$ cat src/mttc_regs.vh
// Register map, field positions and timing counts of the multimode timer/counter
`ifndef MTTC_REGS_VH
`define MTTC_REGS_VH

// Byte offsets on the register bus
`define MTTC_OFS_CONTROL 5'h00
`define MTTC_OFS_COMPARE 5'h04
`define MTTC_OFS_CAPTURE 5'h08
`define MTTC_OFS_STATUS 5'h0c
`define MTTC_OFS_POWER 5'h10

// Control register fields
`define MTTC_F_MODE_LO 0
`define MTTC_F_CLKSEL_LO 2
`define MTTC_F_START_LO 4
`define MTTC_F_TRIGSTOP 6
`define MTTC_F_CAPEDGE 7
`define MTTC_F_AUTOCAP 8
`define MTTC_F_PRESEL 9
`define MTTC_CONTROL_RESET 10'h000

// Power register fields
`define MTTC_F_LOWSPEED 0
`define MTTC_F_STOPENTRY 1

// Operating modes, start control codes, source clock codes
`define MTTC_MODE_TIMER 2'h0
`define MTTC_MODE_WINDOW 2'h1
`define MTTC_MODE_PULSE 2'h2
`define MTTC_START_STOP 2'h0
`define MTTC_START_CMD 2'h1
`define MTTC_START_RISE 2'h2
`define MTTC_START_FALL 2'h3
`define MTTC_CLK_DIV11 2'h0
`define MTTC_CLK_DIV7 2'h1
`define MTTC_CLK_DIV3 2'h2
`define MTTC_CLK_EXT 2'h3

// Input filter, in periods of fc (clk_sys)
`define MTTC_FILT_REJECT_FC 4
`define MTTC_FILT_ACCEPT_FC 12
`define MTTC_FILT_COUNT ((`MTTC_FILT_REJECT_FC + `MTTC_FILT_ACCEPT_FC) / 2)

// Prescaler divide widths
`define MTTC_DIV11_BITS 11
`define MTTC_DIV7_BITS 7
`define MTTC_DIV3_BITS 3

`endif

$ cat src/mttc_filter.v
// Pin synchroniser with optional noise filter
`default_nettype none
`include "mttc_regs.vh"

module mttc_filter
(
	// Clock and reset
	input wire clk_sys,
	input wire rst,
	// Pin side
	input wire pin_async,
	input wire bypass,
	// Core side
	output wire pin_clean
);
	localparam integer FILT_N = `MTTC_FILT_COUNT;
	localparam [3:0] THRESH = FILT_N[3:0];
	reg sync1_reg;
	reg sync2_reg;
	reg state_reg;
	reg [3:0] run_reg;

	always @(posedge clk_sys or posedge rst)
	begin
		if (rst)
		begin
			sync1_reg <= 1'b0;
			sync2_reg <= 1'b0;
			state_reg <= 1'b0;
			run_reg <= 4'h0;
		end
		else
		begin
			sync1_reg <= pin_async;
			sync2_reg <= sync1_reg;
			// Level must hold THRESH cycles: 4 rejected, 12 always seen
			if (sync2_reg == state_reg)
				run_reg <= 4'h0;
			else if (run_reg == THRESH - 4'h1)
			begin
				state_reg <= sync2_reg;
				run_reg <= 4'h0;
			end
			else
				run_reg <= run_reg + 4'h1;
		end
	end

	// Low-speed operation skips the filter
	assign pin_clean = bypass ? sync2_reg : state_reg;
endmodule
`default_nettype wire

$ cat src/mttc_prescaler.v
// Source clock tick generator for the timer/counter
`default_nettype none
`include "mttc_regs.vh"

module mttc_prescaler
(
	// Clock and reset
	input wire clk_sys,
	input wire rst,
	// Selection
	input wire [1:0] clk_sel,
	input wire use_fs,
	// Edge inputs
	input wire fs_rise,
	input wire ext_rise,
	// Tick out
	output wire tick
);
	reg [10:0] div_reg;
	reg [2:0] fs_div_reg;
	reg tick_reg;
	reg tick_next;

	always @*
	begin
		case (clk_sel)
			`MTTC_CLK_DIV11:
				tick_next = use_fs ? (fs_rise && (&fs_div_reg)) : (&div_reg);
			`MTTC_CLK_DIV7:
				tick_next = &div_reg[`MTTC_DIV7_BITS-1:0];
			`MTTC_CLK_DIV3:
				tick_next = &div_reg[`MTTC_DIV3_BITS-1:0];
			default:
				tick_next = ext_rise;
		endcase
	end

	always @(posedge clk_sys or posedge rst)
	begin
		if (rst)
		begin
			div_reg <= 11'h000;
			fs_div_reg <= 3'h0;
			tick_reg <= 1'b0;
		end
		else
		begin
			div_reg <= div_reg + 11'h001;
			if (fs_rise)
				fs_div_reg <= fs_div_reg + 3'h1;
			tick_reg <= tick_next;
		end
	end

	assign tick = tick_reg;
endmodule
`default_nettype wire

$ cat src/mttc_timer.v
// Multimode 16-bit timer/counter with capture and Avalon-MM register slave
//
// Our own choices: the register addresses and register access over Avalon-MM.
`default_nettype none
`include "mttc_regs.vh"

module mttc_timer
(
	// Clock and reset
	input wire clk_sys,
	input wire rst,
	// Avalon-MM slave
	input wire [4:0] avs_address,
	input wire avs_read,
	input wire avs_write,
	input wire [31:0] avs_writedata,
	input wire [3:0] avs_byteenable,
	output wire [31:0] avs_readdata,
	output wire avs_waitrequest,
	// Pins
	input wire ext_input_pin,
	input wire fs_clk_in,
	// Interrupt
	output wire timer_irq
);
	reg [9:0] timer_control_reg;
	reg [15:0] compare_value_reg;
	reg [15:0] compare_stage_reg;
	reg compare_pend_reg;
	reg [15:0] capture_value_reg;
	reg [15:0] capture_stage_reg;
	reg capture_pend_reg;
	reg low_speed_reg;
	reg [15:0] count_reg;
	reg run_reg;
	reg irq_reg;
	reg pin_prev_reg;
	reg fs_prev_reg;
	reg ack_reg;
	reg [31:0] readdata_reg;

	reg [15:0] count_next;
	reg run_next;
	reg irq_next;
	reg cap_load;
	reg [31:0] readdata_next;

	wire pin_level;
	wire fs_level;
	wire tick;
	wire [1:0] operating_mode_select;
	wire [1:0] source_clock_select;
	wire [1:0] start_control;
	wire trigger_stop_select;
	wire capture_edge_select;
	wire auto_capture_enable;
	wire prescaler_select;
	wire pin_rise;
	wire pin_fall;
	wire trig_edge;
	wire opp_edge;
	wire event_mode;
	wire step;
	wire gate_on;
	wire at_match;
	wire wr_go;
	wire rd_go;

	assign operating_mode_select = timer_control_reg[`MTTC_F_MODE_LO+1:`MTTC_F_MODE_LO];
	assign source_clock_select = timer_control_reg[`MTTC_F_CLKSEL_LO+1:`MTTC_F_CLKSEL_LO];
	assign start_control = timer_control_reg[`MTTC_F_START_LO+1:`MTTC_F_START_LO];
	assign trigger_stop_select = timer_control_reg[`MTTC_F_TRIGSTOP];
	assign capture_edge_select = timer_control_reg[`MTTC_F_CAPEDGE];
	assign auto_capture_enable = timer_control_reg[`MTTC_F_AUTOCAP];
	assign prescaler_select = timer_control_reg[`MTTC_F_PRESEL];

	mttc_filter u_pin_filter
	(
		.clk_sys(clk_sys),
		.rst(rst),
		.pin_async(ext_input_pin),
		.bypass(low_speed_reg),
		.pin_clean(pin_level)
	);

	// Low-frequency clock is only sampled, never filtered
	mttc_filter u_fs_sync
	(
		.clk_sys(clk_sys),
		.rst(rst),
		.pin_async(fs_clk_in),
		.bypass(1'b1),
		.pin_clean(fs_level)
	);

	mttc_prescaler u_prescaler
	(
		.clk_sys(clk_sys),
		.rst(rst),
		.clk_sel(source_clock_select),
		.use_fs(prescaler_select | low_speed_reg),
		.fs_rise(fs_level & ~fs_prev_reg),
		.ext_rise(pin_rise),
		.tick(tick)
	);

	assign pin_rise = pin_level & ~pin_prev_reg;
	assign pin_fall = ~pin_level & pin_prev_reg;
	// Selected edge; with command start neither edge is ever seen
	assign trig_edge = ((start_control == `MTTC_START_RISE) && pin_rise) ||
		((start_control == `MTTC_START_FALL) && pin_fall);
	assign opp_edge = ((start_control == `MTTC_START_RISE) && pin_fall) ||
		((start_control == `MTTC_START_FALL) && pin_rise);
	assign event_mode = (operating_mode_select == `MTTC_MODE_TIMER) &&
		(source_clock_select == `MTTC_CLK_EXT);
	// Event counter has no internal tick: its pin edge is its source clock
	assign step = event_mode ? trig_edge : tick;
	assign gate_on = ((start_control == `MTTC_START_RISE) && pin_level) ||
		((start_control == `MTTC_START_FALL) && !pin_level);
	assign at_match = (count_reg == compare_value_reg);

	always @*
	begin
		count_next = count_reg;
		run_next = run_reg;
		irq_next = 1'b0;
		cap_load = 1'b0;
		if (start_control == `MTTC_START_STOP)
		begin
			count_next = 16'h0000;
			run_next = 1'b0;
		end
		else
		begin
			case (operating_mode_select)
				`MTTC_MODE_TIMER:
				begin
					if (event_mode)
					begin
						if (trig_edge)
							count_next = count_reg + 16'h0001;
						else if (opp_edge && at_match)
						begin
							irq_next = 1'b1;
							count_next = 16'h0000;
						end
					end
					else if (start_control == `MTTC_START_CMD)
					begin
						if (tick && at_match)
						begin
							irq_next = 1'b1;
							count_next = 16'h0000;
						end
						else if (tick)
							count_next = count_reg + 16'h0001;
					end
					else if (!run_reg)
					begin
						if (trig_edge)
							run_next = 1'b1;
					end
					else if (trigger_stop_select && opp_edge)
					begin
						count_next = 16'h0000;
						run_next = 1'b0;
					end
					else if (tick && at_match)
					begin
						irq_next = 1'b1;
						count_next = 16'h0000;
						run_next = 1'b0;
					end
					else if (tick)
						count_next = count_reg + 16'h0001;
				end
				`MTTC_MODE_WINDOW:
				begin
					if (tick && gate_on && at_match)
					begin
						irq_next = 1'b1;
						count_next = 16'h0000;
					end
					else if (tick && gate_on)
						count_next = count_reg + 16'h0001;
				end
				`MTTC_MODE_PULSE:
				begin
					if (!run_reg)
					begin
						if (trig_edge)
							run_next = 1'b1;
					end
					else if (opp_edge)
					begin
						cap_load = 1'b1;
						irq_next = 1'b1;
						if (capture_edge_select)
						begin
							count_next = 16'h0001;
							run_next = 1'b0;
						end
						else if (tick)
							count_next = count_reg + 16'h0001;
					end
					else if (trig_edge && !capture_edge_select)
					begin
						cap_load = 1'b1;
						irq_next = 1'b1;
						count_next = 16'h0000;
					end
					else if (tick)
						count_next = count_reg + 16'h0001;
				end
				default:
				begin
					count_next = count_reg;
				end
			endcase
			// Auto-capture, but never over a measured capture
			if (auto_capture_enable && step &&
				(operating_mode_select != `MTTC_MODE_PULSE))
				cap_load = 1'b1;
		end
	end

	always @(posedge clk_sys or posedge rst)
	begin
		if (rst)
		begin
			count_reg <= 16'h0000;
			run_reg <= 1'b0;
			irq_reg <= 1'b0;
			pin_prev_reg <= 1'b0;
			fs_prev_reg <= 1'b0;
		end
		else
		begin
			count_reg <= count_next;
			run_reg <= run_next;
			irq_reg <= irq_next;
			pin_prev_reg <= pin_level;
			fs_prev_reg <= fs_level;
		end
	end

	// Bus: one wait state per access; write lands when waitrequest drops
	assign avs_waitrequest = (avs_read | avs_write) & ~ack_reg;
	assign wr_go = avs_write & ack_reg;
	assign rd_go = avs_read & ~ack_reg;

	always @*
	begin
		case (avs_address)
			`MTTC_OFS_CONTROL:
				readdata_next = {22'h00_0000, timer_control_reg};
			`MTTC_OFS_COMPARE:
				readdata_next = {16'h0000, compare_value_reg};
			`MTTC_OFS_CAPTURE:
				readdata_next = {16'h0000, capture_value_reg};
			`MTTC_OFS_STATUS:
				readdata_next = {15'h0000, run_reg, count_reg};
			`MTTC_OFS_POWER:
				readdata_next = {31'h0000_0000, low_speed_reg};
			default:
				readdata_next = 32'h0000_0000;
		endcase
	end

	always @(posedge clk_sys or posedge rst)
	begin
		if (rst)
		begin
			ack_reg <= 1'b0;
			readdata_reg <= 32'h0000_0000;
			timer_control_reg <= `MTTC_CONTROL_RESET;
			low_speed_reg <= 1'b0;
			compare_value_reg <= 16'h0000;
			compare_stage_reg <= 16'h0000;
			compare_pend_reg <= 1'b0;
			capture_value_reg <= 16'h0000;
			capture_stage_reg <= 16'h0000;
			capture_pend_reg <= 1'b0;
		end
		else
		begin
			ack_reg <= (avs_read | avs_write) & ~ack_reg;
			if (rd_go)
				readdata_reg <= readdata_next;
			// Staged values go live on the source clock, as a counter edge would
			if (step && compare_pend_reg)
			begin
				compare_value_reg <= compare_stage_reg;
				compare_pend_reg <= 1'b0;
			end
			if (cap_load)
				capture_value_reg <= count_reg;
			else if (step && capture_pend_reg)
			begin
				capture_value_reg <= capture_stage_reg;
				capture_pend_reg <= 1'b0;
			end
			if (wr_go && avs_address == `MTTC_OFS_CONTROL)
			begin
				if (avs_byteenable[0])
					timer_control_reg[7:0] <= avs_writedata[7:0];
				if (avs_byteenable[1])
					timer_control_reg[9:8] <= avs_writedata[9:8];
			end
			if (wr_go && avs_address == `MTTC_OFS_COMPARE)
			begin
				if (avs_byteenable[0])
					compare_stage_reg[7:0] <= avs_writedata[7:0];
				if (avs_byteenable[1])
				begin
					compare_stage_reg[15:8] <= avs_writedata[15:8];
					compare_pend_reg <= 1'b1;
				end
			end
			if (wr_go && avs_address == `MTTC_OFS_CAPTURE)
			begin
				if (avs_byteenable[0])
					capture_stage_reg[7:0] <= avs_writedata[7:0];
				if (avs_byteenable[1])
				begin
					capture_stage_reg[15:8] <= avs_writedata[15:8];
					capture_pend_reg <= 1'b1;
				end
			end
			if (wr_go && avs_address == `MTTC_OFS_POWER && avs_byteenable[0])
			begin
				low_speed_reg <= avs_writedata[`MTTC_F_LOWSPEED];
				// Stop entry overrides any start written alongside
				if (avs_writedata[`MTTC_F_STOPENTRY])
					timer_control_reg[`MTTC_F_START_LO+1:`MTTC_F_START_LO] <=
						`MTTC_START_STOP;
			end
		end
	end

	assign avs_readdata = readdata_reg;
	assign timer_irq = irq_reg;
endmodule
`default_nettype wire

$ cat config.mk
export PLATFORM = sky130hd
export DESIGN_NAME = mttc_timer
export DESIGN_NICKNAME = d
export VERILOG_FILES = /design/src/mttc_filter.v /design/src/mttc_prescaler.v /design/src/mttc_timer.v
export VERILOG_INCLUDE_DIRS = /design/src
export SDC_FILE = /design/constraint.sdc
export NUM_CORES = 1
export LEC_CHECK = 0
export BUFFER_PORTS_ARGS = -buffer_cell sky130_fd_sc_hd__clkbuf_2
export CAP_MARGIN = 20
export CORE_ASPECT_RATIO = 1.4
export CORE_MARGIN = 5
export CORE_UTILIZATION = 34
export DETAILED_ROUTE_END_ITERATION = 6
export GPL_ROUTABILITY_DRIVEN = 1
export PLACE_DENSITY = 0.55
export SLEW_MARGIN = 15
export SYNTH_ARGS = -nofsm -noshare
export SYNTH_HDL_FRONTEND = slang
export SYNTH_SLANG_ARGS = --single-unit
$ cat constraint.sdc
create_clock -name clk_sys -period 8.7 [get_ports clk_sys]
set_input_delay 0.87 -clock clk_sys [delete_from_list [all_inputs] [get_ports clk_sys]]
set_output_delay 0.87 -clock clk_sys [all_outputs]
set_load 0.1 [all_outputs]
==> metrics.txt, run 1 <==
transition at the pin with the smallest max-transition slack=between 1 and 1.5 ns; largest net degree at the start of global routing=73; CTS clk-pin slew, worst paths=approximately 0.060 ns; number of buffers and inverters on the critical path=0; Async S/R FF share, synth=between 90% and 100%; unique cell type count in the Yosys netlist=64; routed vias/inst=5.48; type of the setup path with the least slack=reg2reg; critical path required time=9.05 ns; unrepaired setup endpoints after global routing=no; Pwr per Cell Area=228 nW/µm²; layout cell share with drive strength beyond 1=around 23%; Largest stage delay, worst path=0.62 ns; GR Overflow Total=0; clock latency reported for the late side of the worst-skew pair=between 0.4 and 0.5 ns; CTS sink count=roughly 140; post-CTS setup repair buffer count=0; max_slew headroom=a little over a quarter; flop and latch count out of synthesis=139; gate count of the mapped netlist=649; number of enable flip-flop cells after synthesis=0; biggest area consumer among synthesized cells=sky130_fd_sc_hd__dfrtp_1; detailed-route via count=roughly 5,200; Final Max Slew Viols=0; Setup violations, final=0; global-route wire length before repair=29,100 µm; Top delay family on crit path=simple AND/OR/NAND/NOR gates; Setup Skew=about 0.008 ns; deepest clock path buffer count=2; width of the chip=between 100 and 150 µm; hold violation count in the final report=0; final antenna-violating net count=0; number of antenna violations at the first check in global routing=0; mapped cell area=about 7000 µm²; Yosys warning total=0; final weighted congestion in routability-driven placement=approximately 0.83; detailed-route wire length per cell=18.9 µm; Initial Utilization=between 30% and 40%; number of port buffers=47; via count of the first global-routing pass=roughly 5,400; post-synthesis average cell area=around 11 µm²; Die Y-Extent=180 µm; highest ir drop seen on vdd=about 0.13 mV; worst hold path class=reg2reg; maximum frequency from static timing analysis=between 200 and 300 MHz; final critical path time including I/O delays and setup=about 3.6 ns; floorplan core area=slightly above 20,000 µm²; GR Layer Usage met2=26.3%; fin nets=~730; global routing's busiest layer=met2; fin crit share=between 40% and 50%; Resize count post-CTS=0; run status=complete, no violations; total DRC errors in the routed layout=0; Slowest-stage cell, CP=sky130_fd_sc_hd__nor4_4; top_reg_cell synth=sky130_fd_sc_hd__dfrtp_1; met1 routing resource usage after global routing=18.6%; reported leakage power=3.79 nW; Area contributors post-synth=sky130_fd_sc_hd__dfrtp_1 49%, sky130_fd_sc_hd__mux2_2 9.9%, sky130_fd_sc_hd__xnor2_1 3.5%; final WL=between 15,000 and 20,000 µm; signed area change from the synthesized netlist to the final layout=13.8%; area of the die=approximately 24,000 µm²; CTS Root Buffer Type=sky130_fd_sc_hd__clkbuf_16; share of Yosys cell area claimed by the top area cell type=49.4%; most used standard cells in the synthesized netlist=139 x sky130_fd_sc_hd__dfrtp_1, 62 x sky130_fd_sc_hd__mux2_2, 58 x sky130_fd_sc_hd__nand2_1, 41 x sky130_fd_sc_hd__nor2_1; final HPWL from detailed placement=about 13,000 µm; TritonCTS clock tree=built; highest fanout seen on the critical path=12; Crit path arrival time=between 3 and 4 ns; max cap viols=0; endpoint kind of the worst setup timing path=flop; final core utilization=around two fifths; GR Layer Usage met3=3.41%; number of DRC markers after the initial detailed-route iteration=~360; top-level port count=just over 80; max FFs per register=17; drt pass-1 iters=5; overall track demand over capacity in global routing=between 10% and 20%; sum of negative setup slack=0 ns; leading cell type by number of instances after synthesis=sky130_fd_sc_hd__dfrtp_1; FP Rows=slightly above 60; startpoint types=flop; sequential fraction of the synthesis area=around 50%; Antenna Cells=0; cell-by-cell listing of the critical path=xnor2_1, nand4_1, nor4_4, or3b_1, a31oi_2, nand3_4, or4_1, nand3_1; Post-CTS Hold Fix Bufs=0; number of buffers created by CTS=17; CTS H-Tree Depth=4
[routing by layer]
layer | part of all wire, % | wire [µm]
met5 | 0 | 0
met4 | 2.4 | 421
met3 | 5.3 | 946
met2 | 51 | 9150
met1 | 41 | 7390
[final timing paths]
path	endpoint	slack (ns)	start	cells after the start
min reg2reg	u_pin_filter.sync2_reg	0.35	u_pin_filter.sync1_reg	0
max in group asynchronous	capture_stage_reg[12]	6.84	rst	3
min in group asynchronous	compare_stage_reg[2]	0.55	rst	2
max reg2reg	count_reg[8]	5.06	count_reg[15]	8
max	count_reg[8]	5.06	count_reg[15]	8
min	u_pin_filter.sync2_reg	0.35	u_pin_filter.sync1_reg	0
[where the power goes]
group          switching (mW)  internal, mW
registers              0.0534         0.697
clock network           0.273         0.522
logic                   0.177         0.103
total                   0.504          1.32
[cell type report]
cell class	instances	area, µm²
well taps	256	320
repair buffers	49	250
clock buffers	20	457
multi-input cells	455	3250
clock inverters	11	193
fillers	2000	12500
inverters	15	61.3
flip-flops and latches	139	3480
[cell usage in the layout, fill, tap and decap left out, types with 4 or more instances in the layout]
| cell type | instances |
|---|---|
| sky130_fd_sc_hd__o31ai_1 | 9 |
| sky130_fd_sc_hd__bufinv_16 | 5 |
| sky130_fd_sc_hd__mux2_2 | 62 |
| sky130_fd_sc_hd__nand2_1 | 58 |
| sky130_fd_sc_hd__and3_1 | 7 |
| sky130_fd_sc_hd__nand2b_1 | 7 |
| sky130_fd_sc_hd__o21a_1 | 6 |
| sky130_fd_sc_hd__a21oi_1 | 25 |
| sky130_fd_sc_hd__o311ai_0 | 5 |
| sky130_fd_sc_hd__a22o_1 | 12 |
| sky130_fd_sc_hd__nand3_1 | 23 |
| sky130_fd_sc_hd__ha_1 | 10 |
| sky130_fd_sc_hd__dfrtp_1 | 139 |
| sky130_fd_sc_hd__a22oi_1 | 7 |
| sky130_fd_sc_hd__a21o_1 | 4 |
| sky130_fd_sc_hd__nor2_1 | 41 |
| sky130_fd_sc_hd__nor3_1 | 7 |
| sky130_fd_sc_hd__nand4_1 | 8 |
| sky130_fd_sc_hd__clkbuf_16 | 17 |
| sky130_fd_sc_hd__o21ai_0 | 28 |
| sky130_fd_sc_hd__o22ai_1 | 5 |
| sky130_fd_sc_hd__clkbuf_2 | 47 |
| sky130_fd_sc_hd__nor2b_1 | 4 |
| sky130_fd_sc_hd__xnor2_1 | 28 |
| sky130_fd_sc_hd__mux2i_1 | 20 |
| sky130_fd_sc_hd__a222oi_1 | 9 |
| sky130_fd_sc_hd__o41ai_1 | 4 |
| sky130_fd_sc_hd__inv_1 | 14 |
| sky130_fd_sc_hd__conb_1 | 15 |
[metrics by stage]
step | std cells | hold slack (ns) | power [mW] | area [µm²] | setup WS, ns
after floorplan | 663 | 0.331 | 0.975 | 7090 | 4.11
final | 945 | 0.346 | 1.83 | 8010 | 5.06
after CTS | 945 | 0.352 | 1.84 | 8010 | 5.10
after global routing | 945 | 0.367 | 1.90 | 8010 | 4.89
after detailed placement | 914 | 0.338 | 1.04 | 7360 | 5.14
after global placement | 914 | 0.335 | 1.03 | 7360 | 5.20
[cells by family (layout without fill, tap and decap cells)]
kind of cell | after synthesis | in the layout | share of synthesized area, %
AOI/OAI and AO/OA | 139 | 139 | 14.1
muxes | 83 | 83 | 13.1
adders and majority gates | 10 | 10 | 1.78
other | 1 | 15 | 0.0533
xor gates and xnor gates | 32 | 32 | 4.19
and+or+nand+nor | 176 | 176 | 12.3
buffers and inverters | 69 | 95 | 5.14
DFF | 139 | 139 | 49.4
(Power assumes the default switching activity.)
==> run 2, diff against run 1 <==
--- a/config.mk
+++ b/config.mk
@@ -13,7 +13,7 @@
 export CORE_UTILIZATION = 34
 export DETAILED_ROUTE_END_ITERATION = 6
 export GPL_ROUTABILITY_DRIVEN = 1
-export PLACE_DENSITY = 0.55
+export PLACE_DENSITY = 0.57
 export SLEW_MARGIN = 15
 export SYNTH_ARGS = -nofsm -noshare
 export SYNTH_HDL_FRONTEND = slang
==> constraint.sdc (replaced) <==
create_clock -name clk_sys -period 3 [get_ports clk_sys]
set_input_delay 0.3 -clock clk_sys [delete_from_list [all_inputs] [get_ports clk_sys]]
set_output_delay 0.3 -clock clk_sys [all_outputs]
set_load 0.1 [all_outputs]
==> run 2 against run 1 <==
  * Sequential cell count stayed put
  * Sequential share of layout area down 1.7 points
  * Register-to-register slack worse by 4.9 ns
  * Routed wire length rose by 0.56%
  * Setup slack got worse by 4.9 ns
  * Highest routed layer unchanged
  * Via count up 2.1%
  * Die area did not move
  * Maximum frequency increased by 29%
  * Combinational power increased to 3.3 times the previous value
  * Hold slack got worse by 0.34 ns
  * Critical path depth is 1 higher
==> metrics.txt, run 2 (synthesis results as in run 1) <==
run status=complete, no violations; max cap viols=0; Largest stage delay, worst path=roughly 0.44 ns; TritonCTS clock tree=built; Slowest-stage cell, CP=sky130_fd_sc_hd__or3b_1; fin crit share=93.7%; highest ir drop seen on vdd=~0.4 mV; Antenna Cells=0; Setup Skew=just over 0.009 ns; R2R setup slack=approximately 0.19 ns; CTS sink count=between 100 and 150; layout cell share with drive strength beyond 1=27.1%; transition at the pin with the smallest max-transition slack=roughly 0.85 ns; CTS Root Buffer Type=sky130_fd_sc_hd__clkbuf_16; Pwr per Cell Area=~620 nW/µm²; overall track demand over capacity in global routing=between 10% and 20%; fin nets=slightly below 800; maximum frequency from static timing analysis=between 300 and 400 MHz; hold violation count in the final report=0; number of inserted filler cells in the final layout=around 2,000; width of the chip=between 100 and 150 µm; via count of the first global-routing pass=about 5,500; Initial Utilization=approximately 34%; Die Y-Extent=about 180 µm; part of the power in the clock network=40.8%; final HPWL from detailed placement=13,200 µm; area of the die=around 24,000 µm²; final WL=between 15,000 and 20,000 µm; highest fanout seen on the critical path=8; number of port buffers=47; worst hold path class=in2async; GR Overflow Total=0; type of the setup path with the least slack=reg2reg; Final Max Slew Viols=0; highest-count cells in the layout ignoring fill and taps=139 x sky130_fd_sc_hd__dfrtp_1, 62 x sky130_fd_sc_hd__mux2_2, 58 x sky130_fd_sc_hd__nand2_1, 47 x sky130_fd_sc_hd__clkbuf_2, 42 x sky130_fd_sc_hd__buf_4; global-route wire length before repair=29,400 µm; reported leakage power=roughly 4 nW; cell-by-cell listing of the critical path=xnor2_1, nand4_1, nor4_4, or3b_1, a31oi_4, buf_4, nor2_1, o21ai_0, o31ai_1; number of buffers and inverters on the critical path=1; storage element area=3480 µm²; commonest non-fill, non-tap cell in the layout=sky130_fd_sc_hd__dfrtp_1; number of antenna violations at the first check in global routing=0; critical path required time=between 3 and 4 ns; max FFs per register=17; switch share=approximately 29%; hold slack=around 0.0054 ns; sum of negative setup slack=0 ns; CTS H-Tree Depth=4; net switching component of the power=1.51 mW; final core utilization=between 40% and 50%; signed area change from the synthesized netlist to the final layout=18.4%; combinational share of power=between 15 and 20%; endpoint kind of the worst setup timing path=flop; detailed-route wire length per cell=18.2 µm; final antenna-violating net count=0; Setup violations, final=0; final weighted congestion in routability-driven placement=around 0.85; drt pass-1 iters=6; Crit path arrival time=between 3 and 4 ns; Seq pwr share=a little over two fifths; detailed-route via count=5,288; final critical path time including I/O delays and setup=between 2 and 3 ns; number of buffers created by CTS=17; combined area of the multi-input logic cells=about 3300 µm²; floorplan core area=about 20,000 µm²; Power Internal=between 3 and 4 mW; total DRC errors in the routed layout=0; FP Rows=62; top-level port count=about 80; number of DRC markers after the initial detailed-route iteration=roughly 400; largest net degree at the start of global routing=140; startpoint types=flop; Top delay family on crit path=simple AND/OR/NAND/NOR gates; CTS clk-pin slew, worst paths=around 0.060 ns; unrepaired setup endpoints after global routing=no; deepest clock path buffer count=2; max_slew headroom=a little over two fifths; clock latency reported for the late side of the worst-skew pair=around 0.42 ns; routed vias/inst=around 5.3
run 2: changes by cell type in the layout (fill, tap and decap cells not counted):
| cell | before | now |
|---|---|---|
| sky130_fd_sc_hd__a31oi_2 | 1 | 0 |
| sky130_fd_sc_hd__buf_4 | 2 | 42 |
| sky130_fd_sc_hd__clkinv_4 | 2 | 5 |
| sky130_fd_sc_hd__a31oi_4 | 1 | 2 |
| sky130_fd_sc_hd__inv_6 | 1 | 2 |
| sky130_fd_sc_hd__o311ai_1 | 0 | 1 |
| sky130_fd_sc_hd__a21o_2 | 1 | 0 |
| sky130_fd_sc_hd__clkbuf_8 | 2 | 3 |
| sky130_fd_sc_hd__dlygate4sd3_1 | 0 | 2 |
| sky130_fd_sc_hd__clkinv_2 | 2 | 1 |
| sky130_fd_sc_hd__bufinv_16 | 5 | 2 |
| sky130_fd_sc_hd__buf_12 | 0 | 2 |
| sky130_fd_sc_hd__o311ai_0 | 5 | 4 |
| sky130_fd_sc_hd__a21o_1 | 4 | 5 |
run 2: power by group through the flow:
stage	sequential [mW]	combinational, mW	clock (mW)
2_1_floorplan	2.14	0.687	0
3_3_place_gp	2.19	0.877	0
3_5_place_dp	2.20	0.894	0
4_1_cts	2.16	0.902	2.17
5_1_grt	2.18	0.998	2.25
6_report	2.16	0.912	2.12
run 2: cell type report:
| cell class | instances | share of cell area, % |
|---|---|---|
| Sequential cell | 139 | 41.7 |
| Multi-Input combinational cell | 455 | 39.1 |
| Timing Repair Buffer | 93 | 7.33 |
| Clock buffer | 21 | 5.64 |
| Tap cell | 256 | 3.84 |
| Clock inverter | 11 | 1.61 |
| Inverter | 15 | 0.721 |
run 2: final timing paths:
check | to | cells past startpoint | start
max | count_reg[3] | 9 | compare_value_reg[3]
min | count_reg[10] | 3 | rst
max reg2reg | count_reg[3] | 9 | compare_value_reg[3]
min reg2reg | u_pin_filter.sync2_reg | 0 | u_pin_filter.sync1_reg
max in group asynchronous | u_prescaler.div_reg[7] | 3 | rst
min in group clk_sys | compare_stage_reg[13] | 2 | avs_writedata[13]
run 2: metal layers:
metal / vias up / routed length, µm / track usage (%)
met2: 181 / 8880 / 26.1
met4: 0 / 769 / 7.82
met1: 2589 / 7300 / 18.8
met5: - / 0 / 0
met3: 54 / 1040 / 3.24
li1: 2464 / - / -
run 2: worst min-delay path: stages:
cell,delay (ns)
sky130_fd_sc_hd__clkbuf_2,0.10
sky130_fd_sc_hd__clkinvlp_4,0.07
sky130_fd_sc_hd__buf_12,0.42
run 2: timing repair:
| action | in CTS | in global routing |
|---|---|---|
| hold endpoints to repair | 2 | 0 |
| setup buffers | 0 | 2 |
| gates resized for setup | 0 | 2 |
| setup endpoints to repair | 0 | 15 |
| hold buffers | 2 | 0 |
run 2: through the flow:
| stage | power (mW) | cell area [µm²] | cells | setup WS [ns] |
|---|---|---|---|---|
| detailed placement | 3.09 | 7690 | 954 | 0.0504 |
| floorplan | 2.83 | 7100 | 663 | 0.383 |
| finish | 5.19 | 8340 | 990 | 0.190 |
| global route | 5.43 | 8340 | 990 | 0.0225 |
| global placement | 3.06 | 7690 | 954 | 0.166 |
| CTS | 5.23 | 8310 | 988 | 0.0256 |
